### config.mk
export PLATFORM = sky130hd
export DESIGN_NAME = sil_top
export DESIGN_NICKNAME = d
export VERILOG_FILES = /design/src/sil_pkg.sv /design/src/sil_pair_if.sv /design/src/sil_top.sv /design/src/sil_buf.sv
export SDC_FILE = /design/constraint.sdc
export NUM_CORES = 1
export LEC_CHECK = 0
export ABC_AREA = 0
export BUFFER_PORTS_ARGS = -buffer_cell sky130_fd_sc_hd__buf_2
export CAP_MARGIN = 25
export CELL_PAD_IN_SITES_DETAIL_PLACEMENT = 0
export CELL_PAD_IN_SITES_GLOBAL_PLACEMENT = 1
export CORE_MARGIN = 3
export CORE_UTILIZATION = 42
export DETAILED_ROUTE_END_ITERATION = 7
export PLACE_DENSITY_LB_ADDON = 0.1
export RECOVER_POWER = 25
export SLEW_MARGIN = 20
export SYNTH_ARGS = -nofsm -noshare
export SYNTH_HDL_FRONTEND = slang
export SYNTH_SLANG_ARGS = --single-unit
### constraint.sdc
create_clock -name sys_clk -period 2.4 [get_ports sys_clk]
set_input_delay 0.24 -clock sys_clk [delete_from_list [all_inputs] [get_ports sys_clk]]
set_output_delay 0.24 -clock sys_clk [all_outputs]
set_load 0.01 [all_outputs]
### src/sil_pkg.sv
/*
 Constants for the symbol injection and line state register block.
 Assumes a 100 MHz sys_clk and an 8-bit control bus.
*/
package sil_pkg;
   localparam logic [7:0] ADDR_FIRST = 8'h06;
   localparam logic [7:0] ADDR_SECOND = 8'h07;
   localparam logic [7:0] ADDR_LINE = 8'h08;
   localparam int SYM_W = 5;
   localparam int PAIR_W = 10;
   localparam logic [2:0] RESV_RESET = 3'h7;
   localparam logic [4:0] SYM_J = 5'h18;
   localparam logic [4:0] SYM_K = 5'h11;
   localparam logic [4:0] SYM_I = 5'h1F;
   localparam logic [4:0] SYM_H = 5'h04;
   localparam logic [4:0] SYM_Q = 5'h00;
   // line state codes
   localparam logic [2:0] LS_ACTIVE = 3'h0;
   localparam logic [2:0] LS_IDLE = 3'h1;
   localparam logic [2:0] LS_NOSIG = 3'h2;
   localparam logic [2:0] LS_MASTER = 3'h4;
   localparam logic [2:0] LS_HALT = 3'h5;
   localparam logic [2:0] LS_QUIET = 3'h6;
   localparam logic [2:0] LS_NOISE = 3'h7;
   localparam logic [4:0] RUN_IDLE = 5'h02;
   localparam logic [4:0] RUN_REPEAT = 5'h08;
   localparam logic [4:0] NOISE_EVENTS = 5'h10;
   // injection modes
   localparam logic [1:0] MODE_NONE = 2'h0;
   localparam logic [1:0] MODE_ONESHOT = 2'h1;
   localparam logic [1:0] MODE_PERIODIC = 2'h2;
   localparam logic [1:0] MODE_CONT = 2'h3;
   localparam int CLK_PERIOD_NS = 10;
   localparam int PAIR_TIME_NS = 80;
   localparam int PAIR_CYCLES = PAIR_TIME_NS / CLK_PERIOD_NS;
   localparam logic [2:0] SLOT_LAST = 3'(PAIR_CYCLES - 1);
   typedef enum logic [3:0] {
      INJ_OFF = 4'h1,
      INJ_ARMED = 4'h2,
      INJ_COUNT = 4'h4,
      INJ_SPENT = 4'h8
   } sil_inj_e;
endpackage

### src/sil_pair_if.sv
/*
 Valid/ready carrier for symbol pairs between the injector and its buffer.
 Assumes both ends on sys_clk.
*/
`timescale 1ns/1ps
`default_nettype none
interface sil_pair_if #(parameter int W = 10);
   logic valid;
   logic ready;
   logic [W-1:0] data;
   modport src (output valid, output data, input ready);
   modport snk (input valid, input data, output ready);
endinterface
`default_nettype wire

### src/sil_top.sv
/*
 Injection symbol registers, symbol pair injector and receive line state register.
 Assumes one pair per 80 ns slot, rx pairs on sys_clk, signal detect from a pin.
*/
`timescale 1ns/1ps
`default_nettype none
module sil_top (
   input wire logic sys_clk,
   input wire logic rst,
   input wire logic [7:0] cb_addr,
   input wire logic cb_wr,
   input wire logic cb_rd,
   input wire logic [7:0] cb_wdata,
   output logic [7:0] cb_rdata,
   output logic cb_write_reject,
   input wire logic [1:0] inj_mode,
   input wire logic [7:0] injection_threshold,
   output logic inj_one_shot_done,
   input wire logic tx_in_valid,
   output logic tx_in_ready,
   input wire logic [9:0] tx_in_pair,
   input wire logic tx_in_jk,
   input wire logic tx_in_data,
   output logic tx_out_valid,
   input wire logic tx_out_ready,
   output logic [9:0] tx_out_pair,
   input wire logic rx_valid,
   input wire logic [9:0] rx_pair,
   input wire logic signal_detect
);
   ////////////////////////////////////////////////////////////////
   logic [4:0] first_injection_symbol, second_injection_symbol;
   logic [4:0] next_first, next_second;
   logic [2:0] resv_first, resv_second, next_resv_first, next_resv_second;
   logic [2:0] line_code, next_line_code;
   logic line_state_unknown_flag, next_lsu;
   logic [7:0] next_rdata;
   logic next_reject;
   logic [9:0] inj_value;

   assign inj_value = {second_injection_symbol, first_injection_symbol};

   always_comb
   begin
      next_first = first_injection_symbol;
      next_second = second_injection_symbol;
      next_resv_first = resv_first;
      next_resv_second = resv_second;
      next_reject = 1'b0;
      next_rdata = cb_rdata;
      if (cb_wr && cb_addr == sil_pkg::ADDR_FIRST)
      begin
         next_first = cb_wdata[4:0];
         next_resv_first = cb_wdata[7:5];
      end
      if (cb_wr && cb_addr == sil_pkg::ADDR_SECOND)
      begin
         next_second = cb_wdata[4:0];
         next_resv_second = cb_wdata[7:5];
      end
      // line state is never written, only flagged
      if (cb_wr && cb_addr == sil_pkg::ADDR_LINE)
         next_reject = 1'b1;
      if (cb_rd)
      begin
         case (cb_addr)
            sil_pkg::ADDR_FIRST: next_rdata = {resv_first, first_injection_symbol};
            sil_pkg::ADDR_SECOND: next_rdata = {resv_second, second_injection_symbol};
            sil_pkg::ADDR_LINE: next_rdata = {4'h0, line_state_unknown_flag, line_code};
            default: next_rdata = 8'h00;
         endcase
      end
   end

   always_ff @(posedge sys_clk)
   begin
      if (rst)
      begin
         first_injection_symbol <= 5'h00;
         second_injection_symbol <= 5'h00;
         resv_first <= sil_pkg::RESV_RESET;
         resv_second <= sil_pkg::RESV_RESET;
         cb_rdata <= 8'h00;
         cb_write_reject <= 1'b0;
      end
      else
      begin
         first_injection_symbol <= next_first;
         second_injection_symbol <= next_second;
         resv_first <= next_resv_first;
         resv_second <= next_resv_second;
         cb_rdata <= next_rdata;
         cb_write_reject <= next_reject;
      end
   end

   ////////////////////////////////////////////////////////////////
   // transmit: one pair accepted per 80 ns slot
   sil_pair_if #(.W(sil_pkg::PAIR_W)) push_p ();
   sil_pkg::sil_inj_e inj_state, next_inj_state;
   logic [7:0] inj_cnt, next_inj_cnt;
   logic [2:0] slot, next_slot;
   logic accept, hit, next_done;

   assign tx_in_ready = (slot == 3'h0) && push_p.ready;
   assign accept = tx_in_valid && tx_in_ready;
   assign push_p.valid = accept;
   assign push_p.data = hit ? inj_value : tx_in_pair;

   always_comb
   begin
      next_slot = (slot == sil_pkg::SLOT_LAST) ? 3'h0 : slot + 3'h1;
      next_inj_state = inj_state;
      next_inj_cnt = inj_cnt;
      next_done = 1'b0;
      hit = 1'b0;
      case (inj_state)
         sil_pkg::INJ_OFF:
         begin
            if (inj_mode == sil_pkg::MODE_ONESHOT)
               next_inj_state = sil_pkg::INJ_ARMED;
            if (accept && tx_in_data && inj_mode == sil_pkg::MODE_CONT)
               hit = 1'b1;
            if (accept && tx_in_data && inj_mode == sil_pkg::MODE_PERIODIC)
            begin
               if (inj_cnt == 8'h00)
               begin
                  hit = 1'b1;
                  next_inj_cnt = injection_threshold;
               end
               else
                  next_inj_cnt = inj_cnt - 8'h01;
            end
         end
         sil_pkg::INJ_ARMED:
         begin
            if (accept && tx_in_jk)
            begin
               if (injection_threshold == 8'h00)
               begin
                  hit = 1'b1;
                  next_done = 1'b1;
                  next_inj_state = sil_pkg::INJ_SPENT;
               end
               else
               begin
                  next_inj_cnt = injection_threshold;
                  next_inj_state = sil_pkg::INJ_COUNT;
               end
            end
         end
         sil_pkg::INJ_COUNT:
         begin
            if (accept)
            begin
               if (inj_cnt == 8'h01 && tx_in_data)
               begin
                  hit = 1'b1;
                  next_done = 1'b1;
                  next_inj_cnt = 8'h00;
                  next_inj_state = sil_pkg::INJ_SPENT;
               end
               else if (inj_cnt != 8'h01)
                  next_inj_cnt = inj_cnt - 8'h01;
            end
         end
         sil_pkg::INJ_SPENT:
         begin
            // waits for the mode to leave one-shot before re-arming
            if (inj_mode != sil_pkg::MODE_ONESHOT)
               next_inj_state = sil_pkg::INJ_OFF;
         end
         default: next_inj_state = sil_pkg::INJ_OFF;
      endcase
      if (inj_mode != sil_pkg::MODE_ONESHOT && inj_state != sil_pkg::INJ_OFF)
         next_inj_state = sil_pkg::INJ_OFF;
   end

   always_ff @(posedge sys_clk)
   begin
      if (rst)
      begin
         inj_state <= sil_pkg::INJ_OFF;
         inj_cnt <= 8'h00;
         slot <= 3'h0;
         inj_one_shot_done <= 1'b0;
      end
      else
      begin
         inj_state <= next_inj_state;
         inj_cnt <= next_inj_cnt;
         slot <= next_slot;
         inj_one_shot_done <= next_done;
      end
   end

   sil_buf #(.W(sil_pkg::PAIR_W)) u_buf (
      .sys_clk(sys_clk),
      .rst(rst),
      .in_p(push_p),
      .out_valid(tx_out_valid),
      .out_ready(tx_out_ready),
      .out_data(tx_out_pair)
   );

   ////////////////////////////////////////////////////////////////
   // receive line state
   logic [2:0] sd_sync;
   logic sd_ok, next_sd_ok;
   logic [2:0] run_kind, next_run_kind, kind;
   logic [4:0] run_cnt, next_run_cnt, noise_cnt, next_noise_cnt;
   logic [4:0] sym_a, sym_b;

   assign sym_a = rx_pair[4:0];
   assign sym_b = rx_pair[9:5];
   assign next_sd_ok = (sd_sync[1] == sd_sync[2]) ? sd_sync[2] : sd_ok;

   always_comb
   begin
      kind = sil_pkg::LS_NOISE;
      if (sym_a == sil_pkg::SYM_J && sym_b == sil_pkg::SYM_K)
         kind = sil_pkg::LS_ACTIVE;
      else if (sym_a == sil_pkg::SYM_I && sym_b == sil_pkg::SYM_I)
         kind = sil_pkg::LS_IDLE;
      else if (sym_a == sil_pkg::SYM_H && sym_b == sil_pkg::SYM_Q)
         kind = sil_pkg::LS_MASTER;
      else if (sym_a == sil_pkg::SYM_H && sym_b == sil_pkg::SYM_H)
         kind = sil_pkg::LS_HALT;
      else if (sym_a == sil_pkg::SYM_Q && sym_b == sil_pkg::SYM_Q)
         kind = sil_pkg::LS_QUIET;
      next_line_code = line_code;
      next_lsu = line_state_unknown_flag;
      next_run_kind = run_kind;
      next_run_cnt = run_cnt;
      next_noise_cnt = noise_cnt;
      if (!sd_ok)
      begin
         next_line_code = sil_pkg::LS_NOSIG;
         next_lsu = 1'b0;
         next_run_cnt = 5'h00;
         next_noise_cnt = 5'h00;
      end
      else if (rx_valid)
      begin
         next_run_kind = kind;
         next_run_cnt = (kind == run_kind && run_cnt != 5'h1F) ? run_cnt + 5'h01 : 5'h01;
         // data after JK is not noise while active
         if (kind == sil_pkg::LS_NOISE && (line_code != sil_pkg::LS_ACTIVE || line_state_unknown_flag))
            next_noise_cnt = noise_cnt + 5'h01;
         if (kind != line_code && line_code != sil_pkg::LS_ACTIVE
             && kind != sil_pkg::LS_NOISE)
            next_lsu = 1'b1;
         if (kind == sil_pkg::LS_ACTIVE
             || (kind == sil_pkg::LS_IDLE && next_run_cnt >= sil_pkg::RUN_IDLE)
             || (kind != sil_pkg::LS_NOISE && kind != sil_pkg::LS_IDLE
                 && next_run_cnt >= sil_pkg::RUN_REPEAT)
             || (kind == sil_pkg::LS_NOISE && next_noise_cnt >= sil_pkg::NOISE_EVENTS))
         begin
            next_line_code = kind;
            next_lsu = 1'b0;
            next_noise_cnt = 5'h00;
         end
      end
   end

   always_ff @(posedge sys_clk)
   begin
      if (rst)
      begin
         sd_sync <= 3'h0;
         sd_ok <= 1'b0;
         line_code <= sil_pkg::LS_ACTIVE;
         line_state_unknown_flag <= 1'b1;
         run_kind <= sil_pkg::LS_NOISE;
         run_cnt <= 5'h00;
         noise_cnt <= 5'h00;
      end
      else
      begin
         sd_sync <= {sd_sync[1:0], signal_detect};
         sd_ok <= next_sd_ok;
         line_code <= next_line_code;
         line_state_unknown_flag <= next_lsu;
         run_kind <= next_run_kind;
         run_cnt <= next_run_cnt;
         noise_cnt <= next_noise_cnt;
      end
   end
endmodule
`default_nettype wire

### src/sil_buf.sv
/*
 Two-entry pair buffer; head entry drives the output from a flip-flop.
 Assumes the sink may stall at any time; nothing is dropped.
*/
`timescale 1ns/1ps
`default_nettype none
module sil_buf #(
   parameter int W = 10
) (
   input wire logic sys_clk,
   input wire logic rst,
   sil_pair_if.snk in_p,
   output logic out_valid,
   input wire logic out_ready,
   output logic [W-1:0] out_data
);
   logic [W-1:0] head, tail, next_head, next_tail;
   logic [1:0] fill, next_fill;
   logic push, pop;

   assign in_p.ready = (fill != 2'h2);
   assign out_valid = (fill != 2'h0);
   assign out_data = head;
   assign push = in_p.valid && in_p.ready;
   assign pop = out_valid && out_ready;

   always_comb
   begin
      next_head = head;
      next_tail = tail;
      next_fill = fill;
      if (pop)
      begin
         next_head = tail;
      end
      if (push)
      begin
         if (fill == 2'h0 || (fill == 2'h1 && pop))
            next_head = in_p.data;
         else
            next_tail = in_p.data;
      end
      if (push && !pop)
         next_fill = fill + 2'h1;
      else if (pop && !push)
         next_fill = fill - 2'h1;
   end

   always_ff @(posedge sys_clk)
   begin
      if (rst)
      begin
         head <= '0;
         tail <= '0;
         fill <= 2'h0;
      end
      else
      begin
         head <= next_head;
         tail <= next_tail;
         fill <= next_fill;
      end
   end
endmodule
`default_nettype wire

# Word-level counts from Yosys, hierarchy flattened
# Index checks and enable logic that the tools add are counted.
# totals
ff_bits	84
latchBits	0
ramBits	0
mem_bits_ro	0
wordCells	180
mem_count	0
# classes
add_sub_neg	6
mul	0
div_mod_pow	0
n_lt_le_gt_ge	3
n_eq_ne	42
shift	0
muxes	49
n_bitwise	2
n_reduce_logical	57
# op_table
op	count
8-bit 2-to-1 mux	7
8-bit one-hot mux with 3 select lines	2
10-bit 2-to-1 mux	4
1-bit logical AND	29
5-bit 2-to-1 mux	5
4-bit 2-to-1 mux	6
5-bit == test (second input constant)	4
2-bit != test (second input constant)	9
8-bit by 3-bit == test with 1-bit output (second input constant)	2
8-bit logical NOT	2
4-bit one-hot mux with 4 select lines	1
2-bit 2-to-1 mux	7
1-bit 2-to-1 mux	13
5-bit by 1-bit adder with 5-bit output (second input constant)	2
5-bit by 3-bit == test with 1-bit output (second input constant)	2
5-bit logical NOT	2
2-bit AND reduction	5
8-bit by 1-bit == test with 1-bit output (second input constant)	1
8-bit by 4-bit == test with 1-bit output (second input constant)	1
8-bit by 1-bit != test with 1-bit output (second input constant)	1
8-bit by 1-bit subtractor with 8-bit output (second input constant)	1
3-bit == test (second input constant)	2
3-bit logical NOT	2
3-bit 2-to-1 mux	2
other kinds (32)	47

# Longest topological paths before layout
# logic_depth
ltp_word	18
depth_mapped	11
mapped_depth_nobuf	10

# Hierarchy
# A second synthesis with hierarchy kept.
# unflattened
hier_cells	494
area_unflattened_um2	4346.7
# modules_own_cells
module	instances	cells_per_inst	area_each_um2	seq_area_each_um2
sil_top	1	382	3331.9	1241.2
sil_buf	1	112	1014.7	440.4

# Worst setup path after synthesis
# OpenSTA, ideal clock, no wires.
# synth_timing
path_kind	register to register
from	register u_buf.fill[0]
to	register inj_cnt[2]
setup_ns	0.070
arrival_time_ns	2.273
required_time_ns	2.330
setup_slack_ns	0.056
stages_incl_launch_ff	11
path_buffers	0
path_cell_list	dfxtp_1 > inv_1 > ha_1 > nor3b_1 > nand2_1 > inv_1 > nand4_1 > o32ai_2 > nand2_1 > a211o_1 > a21oi_1
# synth_between
elab_chain_cells	7
elab_cells_between_ends	10
# synth_rtl
item	line	rtl
start, declared	sil_buf.sv:18	logic [1:0] fill, next_fill;
start signal, assigned	sil_buf.sv:61	fill <= next_fill;
2-bit != test *	sil_buf.sv:21	assign in_p.ready = (fill != 2'h2);
1-bit logical AND *	sil_top.sv:105	assign tx_in_ready = (slot == 3'h0) && push_p.ready;
named net tx_in_ready	sil_top.sv:20	output logic tx_in_ready,
1-bit logical AND *	sil_top.sv:106	assign accept = tx_in_valid && tx_in_ready;
1-bit logical AND (2 in a row)	sil_top.sv:124	if (accept && tx_in_data && inj_mode == sil_pkg::MODE_PERIODIC)
2-bit != test (no source line)	--	
6-bit AND reduction (no source line) *	--	
end signal, assigned	sil_top.sv:191	inj_cnt <= next_inj_cnt;
end, declared	sil_top.sv:101	logic [7:0] inj_cnt, next_inj_cnt;
# The timed path passes the listed nets; every way through them passes the cells marked *.
# A chain may end at the register's enable or synchronous reset.

# Worst setup path after layout
# layout_timing
from	register u_buf.fill[0]
to	register u_buf.tail[8]
# layout_between
elab_chain_cells	10
elab_cells_between_ends	23
# layout_rtl
item	line	rtl
2-bit != test	sil_buf.sv:21	
1-bit logical AND	sil_top.sv:105	
1-bit logical AND	sil_top.sv:106	
1-bit logical AND	sil_top.sv:122, sil_top.sv:124	
1-bit logical AND	sil_top.sv:122	if (accept && tx_in_data && inj_mode == sil_pkg::MODE_CONT)
1-bit 2-to-1 mux	sil_top.sv:122	
1-bit 2-to-1 mux	sil_top.sv:126	if (inj_cnt == 8'h00)
1-bit 2-to-1 mux	sil_top.sv:124	
1-bit one-hot mux with 3 select lines	sil_top.sv:117	case (inj_state)
10-bit 2-to-1 mux	sil_top.sv:108	assign push_p.data = hit ? inj_value : tx_in_pair;
end signal, assigned	sil_buf.sv:60	tail <= next_tail;
end, declared	sil_buf.sv:17	logic [W-1:0] head, tail, next_head, next_tail;
# Several ways; a longest one is shown, not always the timed one.

==> impl_metrics.env <==
export IMPL_synth_area_leaders="dfxtp_1 39%, mux2i_1 5.5%, nor2_1 5.3%, nand2_1 5.1%, mux2_2 4.6%"
export IMPL_postLayoutCoreUtil_pct=51.93
export IMPL_min_delay_path_depth=2
export IMPL_die_x_um=107.9
export IMPL_synth_top_area_share_pct=38.58
export IMPL_fin_crit_ps=2205
export IMPL_max_slew_margin_pct=58.58
export IMPL_ir_drop_uv=348.3
export IMPL_post_route_drc_count=0
export IMPL_worstMarginPinSlew_ps=621.3
export IMPL_ctsRootBufferMaster="clkbuf_8"
export IMPL_dr_pass1_iters=4
export IMPL_period_share_pct=91.87
export IMPL_crit_path_end_kind="flip-flop"
export IMPL_fin_total_pwr_mw=3.456
export IMPL_synthArstFlopShare_pct=0
export IMPL_place_port_buffers=77
export IMPL_viasPerCell=5.218
export IMPL_grt_overflow=0
export IMPL_pin_count=78
export IMPL_status="finished clean"
export IMPL_nets=667
export IMPL_ys_types=58
export IMPL_r2r_slack_ps=200
export IMPL_start_kind="flip-flop"
export IMPL_drv_cap=0
export IMPL_critPathMaxFanout=10
export IMPL_fin_area_um2=5146
export IMPL_gp_congestion=0.8079
export IMPL_postRouteAntennaNets=0
export IMPL_grt_max_degree=58
export IMPL_vias=3846
export IMPL_drive_above_1_share_pct=20.70
export IMPL_postCtsHoldBufs=0
export IMPL_syn_area_um2=4359
export IMPL_tns_ps=0
export IMPL_dp_hpwl_mm=7.645
export IMPL_antenna_found_initial=0
export IMPL_syn_avg_cell_area_um2=8.481
export IMPL_drv_slew=0
export IMPL_cts_path_max_buffers=2
export IMPL_fmax_mhz=453.5
export IMPL_cts_made_buffers=9
export IMPL_rsz0062_at_grt="false"
export IMPL_synth_seq_area_share_pct=38.58
export IMPL_yosysTopAreaCell="dfxtp_1"
export IMPL_cts_sinks=84
export IMPL_clock_skew_ps=12.27
export IMPL_grt_pass1_vias=3696
export IMPL_grt_pass1_wl_mm=17.35
export IMPL_ys_flop_type="dfxtp_1"
export IMPL_hold_violations=0
export IMPL_power_density_nw_per_um2=671.6
export IMPL_tritoncts="built"
export IMPL_h_tree_depth=3
export IMPL_synth_edf_count=0
export IMPL_leakagePower_nw=2.128
export IMPL_holdCritPathClass="in -> reg"
export IMPL_n_antenna_cell=0
export IMPL_core_area_um2=9910
export IMPL_drt_iter0_markers=130
export IMPL_synth_most_common_cell="dfxtp_1"
export IMPL_cp_required_ps=2630
export IMPL_critPathKind="reg -> reg"
export IMPL_arrival_ps=2430
export IMPL_start_util_pct=43.99
export IMPL_reg2reg_depth=12
export IMPL_syn_to_final_growth_pct=18.05
export IMPL_track_usage_pct=18.55
export IMPL_dpl_instance_area_um2=4964
export IMPL_setup_viol=0
export IMPL_hold_ws_ps=95.03
export IMPL_syn_inst=514
export IMPL_syn_nets=582
export IMPL_yosys_warnings=0
export IMPL_dieHeight_um=107.9
export IMPL_wl_per_cell_um=14.07
export IMPL_synthTopCellsByCount="84 x dfxtp_1, 61 x nor2_1, 59 x nand2_1"
export IMPL_clk_pin_slew_worst_paths_ps=100
export IMPL_fp_row_count=36
export IMPL_wl_mm=10.37
export IMPL_clk_latency_ps=360
export IMPL_ys_ff_latch=84
export IMPL_die_area_um2=11640
## sequential cells by signal (all words and copies together), names as in the netlist
register                 flops
first_injection_symbol       5
sd_sync                      3
run_cnt                      5
noise_cnt                    5
run_kind                     3
inj_state                    4
u_buf.fill                   2
inj_one_shot_done            1
u_buf.out_data              10
line_code                    3
slot                         3
sd_ok                        1
cb_rdata                     8
cb_write_reject              1
u_buf.tail                  10
inj_cnt                      8
resv_first                   3
second_injection_symbol      5
line_state_unknown_flag      1
resv_second                  3
## metal layers
layer	vias up	global-route usage, %	wire [um]
met5	-	0	0
met4	0	6.492	132
met3	10	2.939	503
met2	79	29.22	4568
met1	1732	25.71	5165
li1	2025	-	-
## placed cells by master (no fill, tap or decap), drive strengths merged, types with 3 or more instances in the layout
cell type   n
dfxtp      84
xnor2       3
and3        9
o211ai      6
nand4       5
or4         4
o31ai       5
a22oi       5
a21oi      33
nor2b       8
nand2b      8
nand3b      3
nor3b       4
nand3      24
ha         12
nand2      59
inv        15
buf        79
mux2       18
o21ai      17
mux2i      24
clkbuf     29
nor4        8
xor2        9
nor3       13
o21a        4
a211oi     24
nor2       62
## critical path: stages, from the launching register on
cell and delay (ps):
dfxtp_1 370, inv_1 80, ha_1 200, nor3b_1 180, buf_4 150, nand2_1 90, inv_1 90, nand4_1 140
a21oi_1 150, a21oi_1 60, buf_4 200, mux2i_1 270, a211oi_1 110
## power by group
group	switching, mW	internal, mW	total [mW]
registers	0.0707	1.51	1.58
logic	0.459	0.378	0.837
clock network	0.547	0.491	1.04
total	1.08	2.38	3.46
## cell type report
cell class,instances,area (um2)
fillers,1000,4763
clock buffers,10,127.6
clock inverters,6,71.32
flip-flops and latches,84,1682
multi-input cells,393,2531
repair buffers,98,519.2
well taps,133,166.4
inverters,13,48.80
## stage by stage
stage	setup WS [ps]	instances
after floorplan	56.24	514
after global placement	108.0	721
after detailed placement	69.75	721
after CTS	166.7	737
after global routing	0.08327	737
final	195.1	737
## final timing paths
check,start,endpoint
setup / recovery,u_buf.fill[0]$_SDFFE_PP0P_,u_buf.tail[8]$_SDFFE_PP0P_
hold / removal,signal_detect,sd_sync[0]$_SDFF_PP0_
setup reg to reg,u_buf.fill[0]$_SDFFE_PP0P_,u_buf.tail[8]$_SDFFE_PP0P_
hold reg to reg,sd_sync[0]$_SDFF_PP0_,sd_sync[1]$_SDFF_PP0_
## logic make-up after synthesis
| group | count (synthesis) | share of synthesized area (%) |
|---|---|---|
| buffers and inverters | 37 | 3.530 |
| multiplexers | 42 | 10.16 |
| XOR/XNOR | 12 | 2.411 |
| adder cells (fa/ha/maj) | 12 | 3.444 |
| AO/OA/AOI/OAI | 113 | 18.11 |
| AND/OR/NAND/NOR | 214 | 23.77 |
| flip-flops | 84 | 38.58 |
## what timing repair did
item | CTS | global route
buffers inserted | 0 | 0
gates resized for setup | 0 | 2
setup endpoints to repair | 0 | 1
No activity file was read; power rests on OpenSTA's default activity.
